[config.mk]
export PLATFORM = sky130hd
export DESIGN_NAME = lcd_memory_and_bias_control
export DESIGN_NICKNAME = d
export VERILOG_FILES = /design/src/lcd_ctrl_pkg.sv /design/src/lcd_memory_and_bias_control.sv /design/src/lcd_mem_wiper.sv
export SDC_FILE = /design/constraint.sdc
export NUM_CORES = 1
export LEC_CHECK = 0
export BUFFER_PORTS_ARGS = -buffer_cell sky130_fd_sc_hd__buf_2
export CAP_MARGIN = 20
export CORE_ASPECT_RATIO = 1.4
export CORE_MARGIN = 1.5
export CORE_UTILIZATION = 40
export CTS_BUF_LIST = sky130_fd_sc_hd__clkbuf_4
export DETAILED_ROUTE_END_ITERATION = 8
export PLACE_DENSITY = 0.65
export REMOVE_ABC_BUFFERS = 1
export SLEW_MARGIN = 20
export SYNTH_ARGS = -nofsm -noshare
export SYNTH_HDL_FRONTEND = slang
export SYNTH_SLANG_ARGS = --single-unit
[constraint.sdc]
create_clock -name ref_clk -period 1.5 [get_ports ref_clk]
set_clock_uncertainty 0.05 [all_clocks]
set_input_delay 0.075 -clock ref_clk [delete_from_list [all_inputs] [get_ports ref_clk]]
set_output_delay 0.075 -clock ref_clk [all_outputs]
set_load 0.01 [all_outputs]
[src/lcd_ctrl_pkg.sv]
// Constants for the LCD memory and bias control block
package lcd_ctrl_pkg;
  localparam int ADDR_W = 4;
  localparam int DATA_W = 16;
  localparam logic [ADDR_W-1:0] MEMCTL_ADDR = 4'h0;
  localparam logic [ADDR_W-1:0] VCTL_ADDR = 4'h2;
  localparam int DISP_BIT = 0;
  localparam int CLRM_BIT = 1;
  localparam int CLRBM_BIT = 2;
  localparam int REFMODE_BIT = 0;
  localparam int SELVDD_BIT = 5;
  localparam int REFEN_BIT = 6;
  localparam int CPEN_BIT = 7;
  localparam int VCODE_LSB = 8;
  localparam int CPF_LSB = 12;
  localparam int MEM_WORDS = 20;
  localparam int MEM_IDX_W = 5;
  localparam logic [MEM_IDX_W-1:0] MEM_LAST = 5'h13;
  localparam logic [3:0] POST_DIV_LAST = 4'h7;
  localparam logic [2:0] MUX_BLINK_OFF = 3'h5;
  localparam logic [1:0] BLK_OFF = 2'h0;
  localparam logic [1:0] BLK_SEG = 2'h1;
  localparam logic [1:0] BLK_ALL = 2'h2;
  localparam logic [1:0] BLK_ALT = 2'h3;
  localparam logic [3:0] CODE_ZERO = 4'h0;
  localparam logic [DATA_W-1:0] REG_RESET = 16'h0000;
endpackage

[src/lcd_memory_and_bias_control.sv]
// Memory control and bias voltage control registers of the segment LCD controller
// Overview of operation
// - Writing one to bit 2 wipes all blink memory, then bit self-clears.
// - In mux mode 5 or more, bit 2 does nothing and clears at once.
// - Writing one to bit 1 wipes all display memory, then bit self-clears.
// - Display-source bit is software writable only in blink mode 00.
// - Display-source bit held zero in blink modes 01, 10 or mux 5 and up.
// - In blink mode 11 display-source bit is read-only, tracks shown memory.
// - Returning blink mode to 00 clears the display-source bit.
// - Display-source 0 shows display memory, 1 shows blink memory.
// - Pump clock is source divided by field plus one, then by eight.
// - Voltage code applies only with pump enable and reference enable set.
// - Pump runs only if enabled, bias internal and code nonzero.
// - Bit 6 enables the internal reference on the top bias pin.
// - Bit 5 picks external supply or core supply for the highest bias pin.
// - Bit 0 selects static or switched top bias reference.
// - Blink mode 00 off, 01 per segment, 10 all, 11 alternating memories.
// - Mux above 5 suppresses per-segment and alternating blinking.
`timescale 1ns/1ps
module lcd_memory_and_bias_control
  import lcd_ctrl_pkg::*;
(
  input wire logic ref_clk,
  input wire logic resetn,
  input wire logic [lcd_ctrl_pkg::ADDR_W-1:0] addr,
  input wire logic [lcd_ctrl_pkg::DATA_W-1:0] wdata,
  input wire logic wr_en,
  input wire logic rd_en,
  output logic [lcd_ctrl_pkg::DATA_W-1:0] rdata,
  input wire logic [1:0] blink_mode_field,
  input wire logic [2:0] mux_mode,
  input wire logic blink_phase,
  input wire logic lf_clk_en,
  input wire logic external_bias_select,
  output logic display_source_select,
  output logic blink_enable,
  output logic display_mem_wipe_en,
  output logic blink_mem_wipe_en,
  output logic [lcd_ctrl_pkg::MEM_IDX_W-1:0] wipe_idx,
  output logic pump_clk_en,
  output logic pump_run,
  output logic [3:0] ref_voltage_code,
  output logic ref_enable,
  output logic top_bias_supply_select,
  output logic ref_switch_mode
);
  logic [3:0] cpf_q;
  logic [3:0] vcode_q;
  logic cpen_q;
  logic refen_q;
  logic selvdd_q;
  logic refmode_q;
  logic disp_q;
  logic clrm_q;
  logic clrbm_q;
  logic [1:0] blk_prev_q;
  logic [3:0] pre_cnt_q;
  logic [3:0] post_cnt_q;
  logic wr_mem;
  logic wr_vctl;
  logic mux_hi;
  logic wiper_busy;
  logic wiper_en;
  logic wiper_start;
  logic [MEM_IDX_W-1:0] wiper_idx;
  logic [DATA_W-1:0] rd_d;

  assign wr_mem = wr_en && addr == MEMCTL_ADDR;
  assign wr_vctl = wr_en && addr == VCTL_ADDR;
  assign mux_hi = mux_mode >= MUX_BLINK_OFF;
  // Only one shared wiper: display and blink clears started together run in one pass
  assign wiper_start = wr_mem && (wdata[CLRM_BIT] || (wdata[CLRBM_BIT] && !mux_hi));

  lcd_mem_wiper u_wiper (
    .ref_clk(ref_clk),
    .resetn(resetn),
    .start(wiper_start && !clrm_q && !clrbm_q),
    .busy(wiper_busy),
    .wipe_en(wiper_en),
    .wipe_idx(wiper_idx)
  );

  // Clear bits stand while the wipe runs and drop when it ends
  always_ff @(posedge ref_clk or negedge resetn)
  begin
    if (!resetn)
    begin
      clrm_q <= 1'b0;
      clrbm_q <= 1'b0;
    end
    else if (wr_mem && !clrm_q && !clrbm_q)
    begin
      clrm_q <= wdata[CLRM_BIT];
      clrbm_q <= wdata[CLRBM_BIT] && !mux_hi;
    end
    else if (!wiper_busy)
    begin
      clrm_q <= 1'b0;
      clrbm_q <= 1'b0;
    end
  end

  // Display source select
  always_ff @(posedge ref_clk or negedge resetn)
  begin
    if (!resetn)
      disp_q <= 1'b0;
    else if (mux_hi || blink_mode_field == BLK_SEG || blink_mode_field == BLK_ALL)
      disp_q <= 1'b0;
    else if (blink_mode_field == BLK_ALT)
      disp_q <= blink_phase;
    else if (blk_prev_q != BLK_OFF)
      disp_q <= 1'b0;
    else if (wr_mem)
      disp_q <= wdata[DISP_BIT];
  end

  always_ff @(posedge ref_clk or negedge resetn)
  begin
    if (!resetn)
      blk_prev_q <= BLK_OFF;
    else
      blk_prev_q <= blink_mode_field;
  end

  // Voltage control register
  always_ff @(posedge ref_clk or negedge resetn)
  begin
    if (!resetn)
    begin
      cpf_q <= CODE_ZERO;
      vcode_q <= CODE_ZERO;
      cpen_q <= 1'b0;
      refen_q <= 1'b0;
      selvdd_q <= 1'b0;
      refmode_q <= 1'b0;
    end
    else if (wr_vctl)
    begin
      cpf_q <= wdata[CPF_LSB +: 4];
      vcode_q <= wdata[VCODE_LSB +: 4];
      cpen_q <= wdata[CPEN_BIT];
      refen_q <= wdata[REFEN_BIT];
      selvdd_q <= wdata[SELVDD_BIT];
      refmode_q <= wdata[REFMODE_BIT];
    end
  end

  // Pump clock: divide by field plus one, then by eight
  always_ff @(posedge ref_clk or negedge resetn)
  begin
    if (!resetn)
    begin
      pre_cnt_q <= CODE_ZERO;
      post_cnt_q <= CODE_ZERO;
      pump_clk_en <= 1'b0;
    end
    else
    begin
      pump_clk_en <= 1'b0;
      if (lf_clk_en)
      begin
        if (pre_cnt_q >= cpf_q)
        begin
          pre_cnt_q <= CODE_ZERO;
          if (post_cnt_q == POST_DIV_LAST)
          begin
            post_cnt_q <= CODE_ZERO;
            pump_clk_en <= 1'b1;
          end
          else
            post_cnt_q <= post_cnt_q + 1'b1;
        end
        else
          pre_cnt_q <= pre_cnt_q + 1'b1;
      end
    end
  end

  // Bias outputs
  always_ff @(posedge ref_clk or negedge resetn)
  begin
    if (!resetn)
    begin
      pump_run <= 1'b0;
      ref_voltage_code <= CODE_ZERO;
      ref_enable <= 1'b0;
      top_bias_supply_select <= 1'b0;
      ref_switch_mode <= 1'b0;
    end
    else
    begin
      pump_run <= cpen_q && !external_bias_select && vcode_q != CODE_ZERO;
      ref_voltage_code <= (cpen_q && refen_q) ? vcode_q : CODE_ZERO;
      ref_enable <= refen_q;
      top_bias_supply_select <= selvdd_q;
      ref_switch_mode <= refmode_q;
    end
  end

  // Display outputs
  always_ff @(posedge ref_clk or negedge resetn)
  begin
    if (!resetn)
    begin
      display_source_select <= 1'b0;
      blink_enable <= 1'b0;
    end
    else
    begin
      display_source_select <= disp_q;
      blink_enable <= blink_mode_field == BLK_ALL ||
        ((blink_mode_field == BLK_SEG || blink_mode_field == BLK_ALT) && mux_mode <= MUX_BLINK_OFF);
    end
  end

  // Wipe strobes, index kept in step with the strobes
  always_ff @(posedge ref_clk or negedge resetn)
  begin
    if (!resetn)
    begin
      display_mem_wipe_en <= 1'b0;
      blink_mem_wipe_en <= 1'b0;
      wipe_idx <= '0;
    end
    else
    begin
      display_mem_wipe_en <= wiper_en && clrm_q;
      blink_mem_wipe_en <= wiper_en && clrbm_q;
      wipe_idx <= wiper_idx;
    end
  end

  // Read mux, reserved bits read zero
  always_comb
  begin
    rd_d = REG_RESET;
    if (addr == MEMCTL_ADDR)
    begin
      rd_d[DISP_BIT] = disp_q;
      rd_d[CLRM_BIT] = clrm_q;
      rd_d[CLRBM_BIT] = clrbm_q;
    end
    else if (addr == VCTL_ADDR)
    begin
      rd_d[CPF_LSB +: 4] = cpf_q;
      rd_d[VCODE_LSB +: 4] = vcode_q;
      rd_d[CPEN_BIT] = cpen_q;
      rd_d[REFEN_BIT] = refen_q;
      rd_d[SELVDD_BIT] = selvdd_q;
      rd_d[REFMODE_BIT] = refmode_q;
    end
  end

  always_ff @(posedge ref_clk or negedge resetn)
  begin
    if (!resetn)
      rdata <= REG_RESET;
    else if (rd_en)
      rdata <= rd_d;
    else
      rdata <= REG_RESET;
  end

  AST_CLRBM_MUXHI: assert property (@(posedge ref_clk) disable iff (!resetn)
    (wr_mem && mux_hi && !clrm_q && !clrbm_q) |=> !clrbm_q) else $error("blink clear set in high mux");
  AST_CLRM_ENDS: assert property (@(posedge ref_clk) disable iff (!resetn)
    $rose(clrm_q) |-> ##[1:22] !clrm_q) else $error("display clear never ends");
  AST_CLRBM_ENDS: assert property (@(posedge ref_clk) disable iff (!resetn)
    $rose(clrbm_q) |-> ##[1:22] !clrbm_q) else $error("blink clear never ends");
  AST_DISP_HELD: assert property (@(posedge ref_clk) disable iff (!resetn)
    (blink_mode_field == BLK_ALL) |=> !disp_q) else $error("display source not held low");
  AST_DISP_TRACK: assert property (@(posedge ref_clk) disable iff (!resetn)
    (blink_mode_field == BLK_ALT && !mux_hi) |=> disp_q == $past(blink_phase)) else $error("source not tracking");
  AST_PUMP_GATE: assert property (@(posedge ref_clk) disable iff (!resetn)
    pump_run |-> $past(cpen_q) && $past(vcode_q) != CODE_ZERO) else $error("pump runs without cause");
  AST_CODE_GATE: assert property (@(posedge ref_clk) disable iff (!resetn)
    !(cpen_q && refen_q) |=> ref_voltage_code == CODE_ZERO) else $error("voltage code leaks");
  AST_PUMP_SPACING: assert property (@(posedge ref_clk) disable iff (!resetn)
    pump_clk_en |=> !pump_clk_en) else $error("pump clock pulses back to back");
  AST_DISP_MUXHI: assert property (@(posedge ref_clk) disable iff (!resetn)
    mux_hi |=> !disp_q) else $error("display source set in high mux");
  AST_DISP_SEG: assert property (@(posedge ref_clk) disable iff (!resetn)
    (blink_mode_field == BLK_SEG) |=> !disp_q) else $error("display source set in segment blink");
  AST_DISP_RETURN: assert property (@(posedge ref_clk) disable iff (!resetn)
    (blink_mode_field == BLK_OFF && blk_prev_q != BLK_OFF) |=> !disp_q) else $error("source kept on return");
  AST_DISP_WRITE: assert property (@(posedge ref_clk) disable iff (!resetn)
    (wr_mem && blink_mode_field == BLK_OFF && blk_prev_q == BLK_OFF && !mux_hi) |=>
    disp_q == $past(wdata[DISP_BIT])) else $error("display source write lost");
  AST_DISP_OUT: assert property (@(posedge ref_clk) disable iff (!resetn)
    disp_q |=> display_source_select) else $error("display source output lags");
  AST_BLINK_SUPPRESS: assert property (@(posedge ref_clk) disable iff (!resetn)
    ((blink_mode_field == BLK_SEG || blink_mode_field == BLK_ALT) && mux_mode > MUX_BLINK_OFF) |=>
    !blink_enable) else $error("blink not suppressed in high mux");
  AST_BLINK_OFF: assert property (@(posedge ref_clk) disable iff (!resetn)
    (blink_mode_field == BLK_OFF) |=> !blink_enable) else $error("blink on with mode off");
  AST_RDATA_IDLE: assert property (@(posedge ref_clk) disable iff (!resetn)
    !rd_en |=> rdata == REG_RESET) else $error("read data outside read cycle");
  AST_MEMCTL_RESERVED: assert property (@(posedge ref_clk) disable iff (!resetn)
    (rd_en && addr == MEMCTL_ADDR) |=> rdata[DATA_W-1:CLRBM_BIT+1] == '0) else $error("reserved bits set");
  AST_PUMP_EXT: assert property (@(posedge ref_clk) disable iff (!resetn)
    external_bias_select |=> !pump_run) else $error("pump runs with external bias");
  AST_CODE_PASS: assert property (@(posedge ref_clk) disable iff (!resetn)
    (cpen_q && refen_q) |=> ref_voltage_code == $past(vcode_q)) else $error("voltage code not applied");
  AST_WIPE_GATE: assert property (@(posedge ref_clk) disable iff (!resetn)
    display_mem_wipe_en |-> $past(clrm_q)) else $error("display wipe without clear");
endmodule // lcd_memory_and_bias_control

[src/lcd_mem_wiper.sv]
// Walks every memory word index once to clear it
`timescale 1ns/1ps
module lcd_mem_wiper
  import lcd_ctrl_pkg::*;
(
  input wire logic ref_clk,
  input wire logic resetn,
  input wire logic start,
  output logic busy,
  output logic wipe_en,
  output logic [lcd_ctrl_pkg::MEM_IDX_W-1:0] wipe_idx
);
  logic [MEM_IDX_W-1:0] idx_q;
  logic busy_q;

  always_ff @(posedge ref_clk or negedge resetn)
  begin
    if (!resetn)
    begin
      busy_q <= 1'b0;
      idx_q <= '0;
    end
    else if (busy_q)
    begin
      if (idx_q == MEM_LAST)
      begin
        busy_q <= 1'b0;
        idx_q <= '0;
      end
      else
        idx_q <= idx_q + 1'b1;
    end
    else if (start)
    begin
      busy_q <= 1'b1;
      idx_q <= '0;
    end
  end

  assign busy = busy_q | start;
  assign wipe_en = busy_q;
  assign wipe_idx = idx_q;
endmodule // lcd_mem_wiper

==> qor.csv, run 1 <==
metric,value,unit
Final period util,108,%
clk_lat worst skew,400,ps
Final Hold Fails,0,
#FFs+latches synth,63,
most frequent cells after synthesis,"dfrtp_1, and2_1, mux2_4",
H-tree depth,3,
Leak,1.86,nW
overall routed net length,4970,um
CORE AREA,6210,sq um
first-pass GRT wire length,8320,um
Worst path max stage delay,360,ps
pre-CTS setup slack,-125,ps
fin. max-slew vios,0,
Total GRT Usage,15.5,%
Clock Power Share,21.3,%
Root Buffer,clkbuf_4,
Initial Utilization,41.5,%
vias in the first global route,1854,
Post-synth EDFFs,0,
R2R Path Start,cpf_q[2],
Most used DFF post-synth,dfrtp_1,
clock sink count,63,
initial DRC count,91,
number of remaining DRC errors,0,
outcome,"finished, violations left",
violated checks,negative setup slack,
Sw Share,32.2,%
Die Width,70.9,um
placed cell count,335,
WL met1,2040,um
# diodes,0,
"non-filler cells, final",380,
pwr dens,1470,nW/um^2
Synth area leaders,"dfrtp_1, mux2_4, and2_1",
Yosys cell types,43,
ys async rst share,100,%
register area share after synthesis,61.1,%
# nets final,342,
"Setup violations, final",9,
Pwr Total,0.00525,W
RSZ-0062 raised after global routing,true,
fmax,618,MHz
FILL cells,513,
layout cells sized above 1,43.8,%
fin util,57.3,%
cell taking the most area after synthesis,dfrtp_1,
drt first pass iters,4,
CP Data Required Time,1750,ps
YS warnings,0,
CP Capture Type,flip-flop,
uppermost layer routed,met4,
die area,6940,sq um
setup ws final,-118,ps
met3 wire len,160,um
Mapped Cells,191,
"Cell Area, Synth",2580,sq um
largest net degree at the start of global routing,64,
Sw Pwr,0.00169,W
syn_area_per_cell,13.5,sq um
total CTS buffers,9,
worst setup path category,flip-flop to flip-flop,
Worst setup startpoint,cpf_q[2],
maximum vdd drop,874,uV
Synth top area share,61.1,%
initial antenna violation count,0,
area grow syn2layout,38.1,%
sequential power share,43.5,%
vias,1845,
# IOs,66,
hold path start,rd_en,
internal power,0.00356,W
max_cap viols,0,
routed wire length per instance,13.1,um
most frequent cell after synthesis,dfrtp_1,
FP Rows,34,
data arrival time of the worst path,1870,ps
Hold WC Path Type,primary input to flip-flop,
GP Congestion,0.737,
CP Launch Type,flip-flop,
"antenna viol nets, final",0,
CP max FO,3,
combinational group share of total power,35.2,%
WL met2,2620,um
dpl hpwl,3260,um
CTS tree,yes,
hold_ws,40.3,ps
Max Buffers Root-to-Sink,2,
grt ovf,0,
Die Ht,98.0,um
Port Buf Inserts,61,
critical-path cell with the highest stage delay,dfrtp_1,
DR vias/cell,4.86,
Tmin final,1620,ps
CP cell instances,inv_1 > ha_1 > o21a_2 > nor2_4 > a21oi_2 > nand2_2 > mux2_4,
Worst-path clk slew,110,ps
## layer usage
layer / global-route usage [%] / up-vias
met5: 0 / -
met1: 17.4 / 902
met3: 2.37 / 12
met2: 26.9 / 43
li1: - / 888
met4: 10.0 / 0
## critical path, delay by kind of cell (launching register included)
family                     cells  cell delay (ps)
and+or+nand+nor                2              220
DFF                            1              360
muxes                          1              300
AOI/OAI and AO/OA              2              260
adders and majority gates      1              270
buffers and inverters          1               40
## final cells by class
| type | instances | area (sq um) | share of cell area [%] |
|---|---|---|---|
| timing repair buffer | 107 | 733 | 20.6 |
| multi-input combinational | 115 | 998 | 28.0 |
| clock buffer | 10 | 75.1 | 2.11 |
| inverter | 7 | 26.3 | 0.738 |
| sequential | 63 | 1580 | 44.3 |
| clock inverter | 6 | 61.3 | 1.72 |
| tap | 72 | 90.1 | 2.53 |
## power by group through the flow
stage | Combinational, W | Clock, W | Sequential [W]
after floorplan | 0.000879 | 0 | 0.00232
after global placement | 0.00150 | 0 | 0.00228
after detailed placement | 0.00154 | 0 | 0.00229
after CTS | 0.00180 | 0.00117 | 0.00226
after global routing | 0.00202 | 0.00123 | 0.00233
final | 0.00185 | 0.00112 | 0.00228
## worst paths after layout
path                              endpoint  slack (ps)  cells after the start
setup / recovery             post_cnt_q[0]        -120                      7
hold reg to reg            ref_switch_mode         380                      0
max in group asynchronous        rdata[15]         970                      3
min in group asynchronous     blink_enable         150                      3
hold / removal                    rdata[0]          40                      4
setup reg to reg             post_cnt_q[0]        -120                      7
## logic make-up after synthesis
group	synth area share, %
multiplexers	9.61
flip-flops	61.1
buffers and inverters	2.96
XOR/XNOR	0.340
AO/OA/AOI/OAI	8.30
adder cells (fa/ha/maj)	3.40
AND/OR/NAND/NOR	14.1
other	0.145
## through the flow
| step | area, sq um | TNS [ps] |
|---|---|---|
| after floorplan | 2530 | -241 |
| after global placement | 3070 | -354 |
| after detailed placement | 3070 | -524 |
| after CTS | 3520 | -581 |
| after global routing | 3560 | -1500 |
| final | 3560 | -653 |
## repair_timing
action / CTS / global route
endpoints found under the hold margin: 88 / 0
cloned: 0 / 0
setup endpoints to repair: 7 / 14
setup buffers: 3 / 1
pin swaps: 2 / 1
resized for setup: 9 / 6
hold buffers: 25 / 0
## state kept, by name, indices dropped and copies added, names as in the netlist, 2 cells and up
signal	flops
blk_prev_q	2
ref_voltage_code	4
post_cnt_q	4
cpf_q	4
wipe_idx	5
u_wiper.wipe_idx	5
rdata	14
pre_cnt_q	4
vcode_q	4
## placed cells by master (no fill, tap or decap), types with 2 or more instances in the layout
cell type	n
buf_2	61
mux2_4	13
nand2_1	6
a21o_1	2
nor3_2	2
nor2_1	7
buf_4	18
a22o_1	4
nand4_1	3
dfrtp_1	63
mux2_2	2
inv_1	7
a21oi_2	2
and2_1	15
o21ai_0	6
clkbuf_4	10
o21ai_2	2
dlygate4sd3_1	25
and3_1	4
a31oi_1	2
o21ai_1	4
clkinvlp_4	3
buf_6	2
nand3_1	5
nand2_2	2
nor2_4	3
ha_1	7
mux2i_1	3
conb_1	2
nand2b_1	2
No activity file was read; power rests on OpenSTA's default activity.
==> run 2, diff against run 1 <==
--- a/config.mk
+++ b/config.mk
@@ -7,12 +7,14 @@
 export LEC_CHECK = 0
 export BUFFER_PORTS_ARGS = -buffer_cell sky130_fd_sc_hd__buf_2
 export CAP_MARGIN = 20
+export CELL_PAD_IN_SITES_DETAIL_PLACEMENT = 1
+export CELL_PAD_IN_SITES_GLOBAL_PLACEMENT = 2
 export CORE_ASPECT_RATIO = 1.4
 export CORE_MARGIN = 1.5
-export CORE_UTILIZATION = 40
+export CORE_UTILIZATION = 33
 export CTS_BUF_LIST = sky130_fd_sc_hd__clkbuf_4
 export DETAILED_ROUTE_END_ITERATION = 8
-export PLACE_DENSITY = 0.65
+export PLACE_DENSITY_LB_ADDON = 0.1
 export REMOVE_ABC_BUFFERS = 1
 export SLEW_MARGIN = 20
 export SYNTH_ARGS = -nofsm -noshare
==> constraint.sdc (replaced) <==
create_clock -name ref_clk -period 1.3 [get_ports ref_clk]
set_clock_uncertainty 0.05 [all_clocks]
set_input_delay 0.065 -clock ref_clk [delete_from_list [all_inputs] [get_ports ref_clk]]
set_output_delay 0.065 -clock ref_clk [all_outputs]
set_load 0.01 [all_outputs]
==> qor.csv, run 2 (synthesis gave the netlist of run 1 again) <==
metric,value,unit,change
outcome,"finished, violations left",,unchanged
violated checks,negative setup slack,,unchanged
largest register by flop count,rdata,,unchanged
GP Congestion,0.718,,was 0.737
first-pass GRT wire length,9520,um,was 8320 um
R2R Path Start,cpf_q[2],,unchanged
# nets final,344,,was 342
Worst-path clk slew,100,ps,was 110 ps
die area,8360,sq um,was 6940 sq um
"commonest non-fill, non-tap cell in the layout",dfrtp_1,,unchanged
reg2reg end,post_cnt_q[0],,unchanged
Tmin final,1630,ps,was 1620 ps
Leak,1.88,nW,was 1.86 nW
"non-filler cells, final",410,,was 380
Largest register FFs,14,,unchanged
layout cells sized above 1,44.2,%,was 43.8%
overall routed net length,5800,um,was 4970 um
CP cell instances,inv_1 > ha_1 > o21a_2 > nor2_4 > a21oi_4 > nand2_2 > mux2_4,,was inv_1 > ha_1 > o21a_2 > nor2_4 > a21oi_2 > nand2_2 > mux2_4
FF-to-FF path depth,7,,unchanged
Total GRT Usage,15.2,%,was 15.5%
routed wire length per instance,14.2,um,was 13.1 um
drt first pass iters,4,,unchanged
dpl hpwl,4140,um,was 3260 um
CP max FO,3,,unchanged
Die Ht,108,um,was 98.0 um
Die Width,77.7,um,was 70.9 um
CORE AREA,7650,sq um,was 6210 sq um
maximum vdd drop,926,uV,was 874 uV
# diodes,0,,unchanged
fmax,615,MHz,was 618 MHz
"antenna viol nets, final",0,,unchanged
Max Buffers Root-to-Sink,2,,unchanged
initial DRC count,69,,was 91
clock sink count,63,,unchanged
placed cell count,366,,was 335
critical-path cell with the highest stage delay,dfrtp_1,,unchanged
FP Rows,38,,was 34
met3 wire len,203,um,was 160 um
RSZ-0062 raised after global routing,true,,unchanged
number of remaining DRC errors,0,,unchanged
uppermost layer routed,met4,,unchanged
WP buf/inv,1,,unchanged
"Setup violations, final",11,,was 9
Crit path max-delay family,flip-flops,,unchanged
# IOs,66,,unchanged
setup ws final,-327,ps,was -118 ps
most frequent cells in the layout,"dfrtp_1, buf_2, dlygate4sd3_1",,unchanged
CP Data Required Time,1530,ps,was 1750 ps
worst setup path category,flip-flop to flip-flop,,unchanged
CTS tree,yes,,unchanged
CP Capture Type,flip-flop,,unchanged
Root Buffer,clkbuf_4,,unchanged
largest registers,"rdata x14, u_wiper.wipe_idx x5, wipe_idx x5",,unchanged
Initial Utilization,33.7,%,was 41.5%
WL met2,3120,um,was 2620 um
Hold Path End,rdata[1],,was rdata[0]
vias,1843,,was 1845
vias in the first global route,2005,,was 1854
Final Hold Fails,0,,unchanged
clk_lat worst skew,400,ps,about the same
hold path start,rd_en,,unchanged
data arrival time of the worst path,1860,ps,was 1870 ps
WL met1,2420,um,was 2040 um
max_cap viols,0,,unchanged
grt ovf,0,,unchanged
pwr dens,1680,nW/um^2,was 1470 nW/um^2
H-tree depth,3,,unchanged
pre-CTS setup slack,-328,ps,was -125 ps
setup_tns,-2150,ps,was -653 ps
Hold Path Depth,4,,unchanged
fin. max-slew vios,0,,unchanged
Worst R2R Setup Slack,-330,ps,was -120 ps
area grow syn2layout,39.0,%,was 38.1%
Worst path max stage delay,360,ps,about the same
Final period util,125,%,was 108%
DR vias/cell,4.50,,was 4.86
CP Launch Type,flip-flop,,unchanged
initial antenna violation count,0,,unchanged
total CTS buffers,9,,unchanged
largest net degree at the start of global routing,48,,was 64
Hold WC Path Type,primary input to flip-flop,,unchanged
Port Buf Inserts,61,,unchanged
==> run 2: cell count changes in the layout (fill, tap and decap cells not counted), moves of 2 or more <==
cell        change
o21ai_1         +2
buf_6           -2
buf_4           +5
clkinvlp_4      -3
clkinv_2        +2
o21ai_0         -2
nor3_1          +2
==> run 2: through the flow <==
stage / instance area (sq um) / power [W] / hold WS [ps] / utilization, %
floorplan: 2530 / 0.00370 / -281 / -
global placement: 3130 / 0.00445 / 35.6 / 40.8
detailed placement: 3130 / 0.00451 / 28.5 / 40.8
CTS: 3570 / 0.00606 / 1.54 / 46.6
global route: 3580 / 0.00645 / 29.9 / 46.8
finish: 3580 / 0.00602 / 24.7 / 46.8
==> run 2: routing by layer <==
| layer | track usage (%) | vias up |
|---|---|---|
| li1 | - | 890 |
| met1 | 17.7 | 918 |
| met2 | 25.7 | 31 |
| met3 | 4.32 | 4 |
| met4 | 7.01 | 0 |
| met5 | 0 | - |
==> run 2: how the worst max path moves through the flow <==
stage	cells after the start	startpoint	end	slack, ps
after global placement	7	cpf_q[3]	post_cnt_q[3]	-300
final	7	cpf_q[2]	post_cnt_q[0]	-330
after floorplan	6	pre_cnt_q[3]	post_cnt_q[3]	-310
after CTS	7	cpf_q[2]	post_cnt_q[0]	-330
after detailed placement	6	pre_cnt_q[3]	post_cnt_q[3]	-330
after global routing	7	cpf_q[2]	post_cnt_q[0]	-400
==> run 2: cell type report <==
cell class / count / area, sq um
fillers: 856 / 4070
clock inverters: 5 / 48.8
flip-flops and latches: 63 / 1580
repair buffers: 109 / 738
multi-input cells: 115 / 986
clock buffers: 11 / 82.6
well taps: 100 / 125
inverters: 7 / 26.3
==> run 2: power breakdown <==
group          internal (W)  switching, W  total [W]
registers           0.00233      0.000335    0.00267
clock network      0.000615      0.000683    0.00130
logic               0.00115      0.000904    0.00205
==> run 2: worst min-delay path, delay by kind of cell <==
family                 cells  cell delay [ps]
buffers and inverters      1              100
and+or+nand+nor            3              270
==> run 2: what timing repair did <==
action / in CTS / in global routing
endpoints found under the hold margin: 90 / 0
pin swaps: 7 / 4
gates resized for setup: 11 / 3
hold buffers: 24 / 0
buffers inserted: 4 / 0
endpoints found under the setup margin: 14 / 15
==> run 3, diff against run 2 <==
--- a/config.mk
+++ b/config.mk
@@ -16,6 +16,7 @@
 export DETAILED_ROUTE_END_ITERATION = 8
 export PLACE_DENSITY_LB_ADDON = 0.1
 export REMOVE_ABC_BUFFERS = 1
+export SKIP_LAST_GASP = 1
 export SLEW_MARGIN = 20
 export SYNTH_ARGS = -nofsm -noshare
 export SYNTH_HDL_FRONTEND = slang
==> qor.csv, run 3 (synthesis gave the netlist of run 1 again) <==
metric,value,unit,change
outcome,"finished, violations left",,unchanged
violated checks,negative setup slack,,unchanged
CP max FO,3,,unchanged
hold_ws,24.7,ps,unchanged
CP Data Required Time,1530,ps,about the same
"antenna viol nets, final",0,,unchanged
total CTS buffers,9,,unchanged
"Setup violations, final",11,,unchanged
placed cell count,366,,unchanged
clk_lat worst skew,400,ps,about the same
largest net degree at the start of global routing,48,,unchanged
Max Buffers Root-to-Sink,2,,unchanged
Leak,1.88,nW,about the same
"non-filler cells, final",411,,was 410
WL met1,2420,um,about the same
grt ovf,0,,unchanged
layout cells sized above 1,44.4,%,was 44.2%
"commonest non-fill, non-tap cell in the layout",dfrtp_1,,unchanged
DR vias/cell,4.49,,was 4.50
Largest register FFs,14,,unchanged
Clock Power Share,21.5,%,was 21.6%
CP Launch Type,flip-flop,,unchanged
# nets final,345,,was 344
fmax,615,MHz,about the same
Setup crit end,post_cnt_q[0],,unchanged
setup ws final,-326,ps,was -327 ps
combinational group share of total power,34.2,%,was 34.1%
largest registers,"rdata x14, u_wiper.wipe_idx x5, wipe_idx x5",,unchanged
# diodes,0,,unchanged
pre-CTS setup slack,-328,ps,unchanged
CTS tree,yes,,unchanged
max_cap viols,0,,unchanged
reg2reg end,post_cnt_q[0],,unchanged
vias,1847,,was 1843
clock sink count,63,,unchanged
Final period util,125,%,about the same
GP Congestion,0.718,,unchanged
uppermost layer routed,met4,,unchanged
pwr dens,1680,nW/um^2,about the same
# IOs,66,,unchanged
data arrival time of the worst path,1860,ps,about the same
drt first pass iters,4,,unchanged
fin. max-slew vios,0,,unchanged
Worst setup startpoint,cpf_q[2],,unchanged
Hold WC Path Type,primary input to flip-flop,,unchanged
dpl hpwl,4140,um,unchanged
Die Ht,108,um,unchanged
area grow syn2layout,39.3,%,was 39.0%
initial DRC count,46,,was 69
CORE AREA,7650,sq um,unchanged
sequential power share,44.3,%,about the same
vias in the first global route,2008,,was 2005
routed wire length per instance,14.1,um,was 14.2 um
maximum vdd drop,926,uV,about the same
Die Width,77.7,um,unchanged
Worst-path clk slew,100,ps,about the same
largest register by flop count,rdata,,unchanged
fin util,46.9,%,was 46.8%
CP Capture Type,flip-flop,,unchanged
first-pass GRT wire length,9520,um,unchanged
internal power,0.00410,W,about the same
die area,8360,sq um,unchanged
FF-to-FF path depth,7,,unchanged
Total GRT Usage,15.2,%,unchanged
initial antenna violation count,0,,unchanged
Tmin final,1630,ps,about the same
met3 wire len,203,um,unchanged
Worst R2R Setup Slack,-330,ps,about the same
FP Rows,38,,unchanged
Pwr Total,0.00603,W,was 0.00602 W
most frequent cells in the layout,"dfrtp_1, buf_2, dlygate4sd3_1, buf_4, and2_1",,"was dfrtp_1, buf_2, dlygate4sd3_1"
Final Hold Fails,0,,unchanged
H-tree depth,3,,unchanged
overall routed net length,5810,um,was 5800 um
WL met2,3120,um,about the same
worst setup path category,flip-flop to flip-flop,,unchanged
Root Buffer,clkbuf_4,,unchanged
Sw Share,31.9,%,about the same
number of remaining DRC errors,0,,unchanged
Initial Utilization,33.7,%,unchanged
FILL cells,856,,unchanged
R2R Path Start,cpf_q[2],,unchanged
Sw Pwr,0.00192,W,about the same
Port Buf Inserts,61,,unchanged
RSZ-0062 raised after global routing,true,,unchanged
[run 3: cell count changes in the layout (fill, tap and decap cells not counted), sizes merged]
cell / before / now
buf: 85 / 86
[run 3: what timing repair did]
item,4_1_cts,5_1_grt
hold buffers,24,0
gates resized for setup,11,3
endpoints found under the setup margin,14,15
buffers inserted,4,1
pin swaps,6,5
hold endpoints to repair,90,0
[run 3: worst max-delay path, stage by stage, from the launching register on]
cell     delay, ps
dfrtp_1        360
inv_1           40
ha_1           280
o21a_2         210
nor2_4         120
a21oi_4         50
nand2_2        100
mux2_4         300
[run 3: metrics by stage]
step                      TNS, ps  instance area (sq um)
final                       -2130                   3590
after global routing        -3070                   3590
after CTS                   -2370                   3570
after detailed placement    -2600                   3130
after global placement      -2430                   3130
after floorplan             -1490                   2530
[run 3: layout make-up]
type	count	area [sq um]	share of cell area [%]
Clock inverter	5	48.8	1.36
Timing Repair Buffer	110	746	20.8
Sequential cell	63	1580	43.9
Multi-Input combinational cell	115	986	27.5
Clock buffer	11	82.6	2.30
Tap cell	100	125	3.48
Inverter	7	26.3	0.732
[run 3: power by group through the flow]
stage	clock (W)	sequential, W	combinational (W)
2_1_floorplan	0	0.00268	0.00101
3_3_place_gp	0	0.00266	0.00179
3_5_place_dp	0	0.00268	0.00183
4_1_cts	0.00135	0.00267	0.00204
5_1_grt	0.00145	0.00273	0.00228
6_report	0.00130	0.00267	0.00206
[run 3: worst min-delay path by stage]
stage	slack, ps	startpoint	end	cells past startpoint
after global routing	30	rd_en	rdata[1]	4
after detailed placement	30	resetn	pump_clk_en	2
after CTS	2	rd_en	rdata[1]	4
final	20	rd_en	rdata[1]	4
after floorplan	-280	resetn	blink_enable	0
after global placement	40	resetn	pump_clk_en	2
[run 3: routing by layer]
| layer | up-vias | track usage (%) |
|---|---|---|
| met1 | 919 | 17.7 |
| met3 | 4 | 4.32 |
| met4 | 0 | 7.01 |
| met5 | - | 0 |
| met2 | 31 | 25.7 |
| li1 | 893 | - |
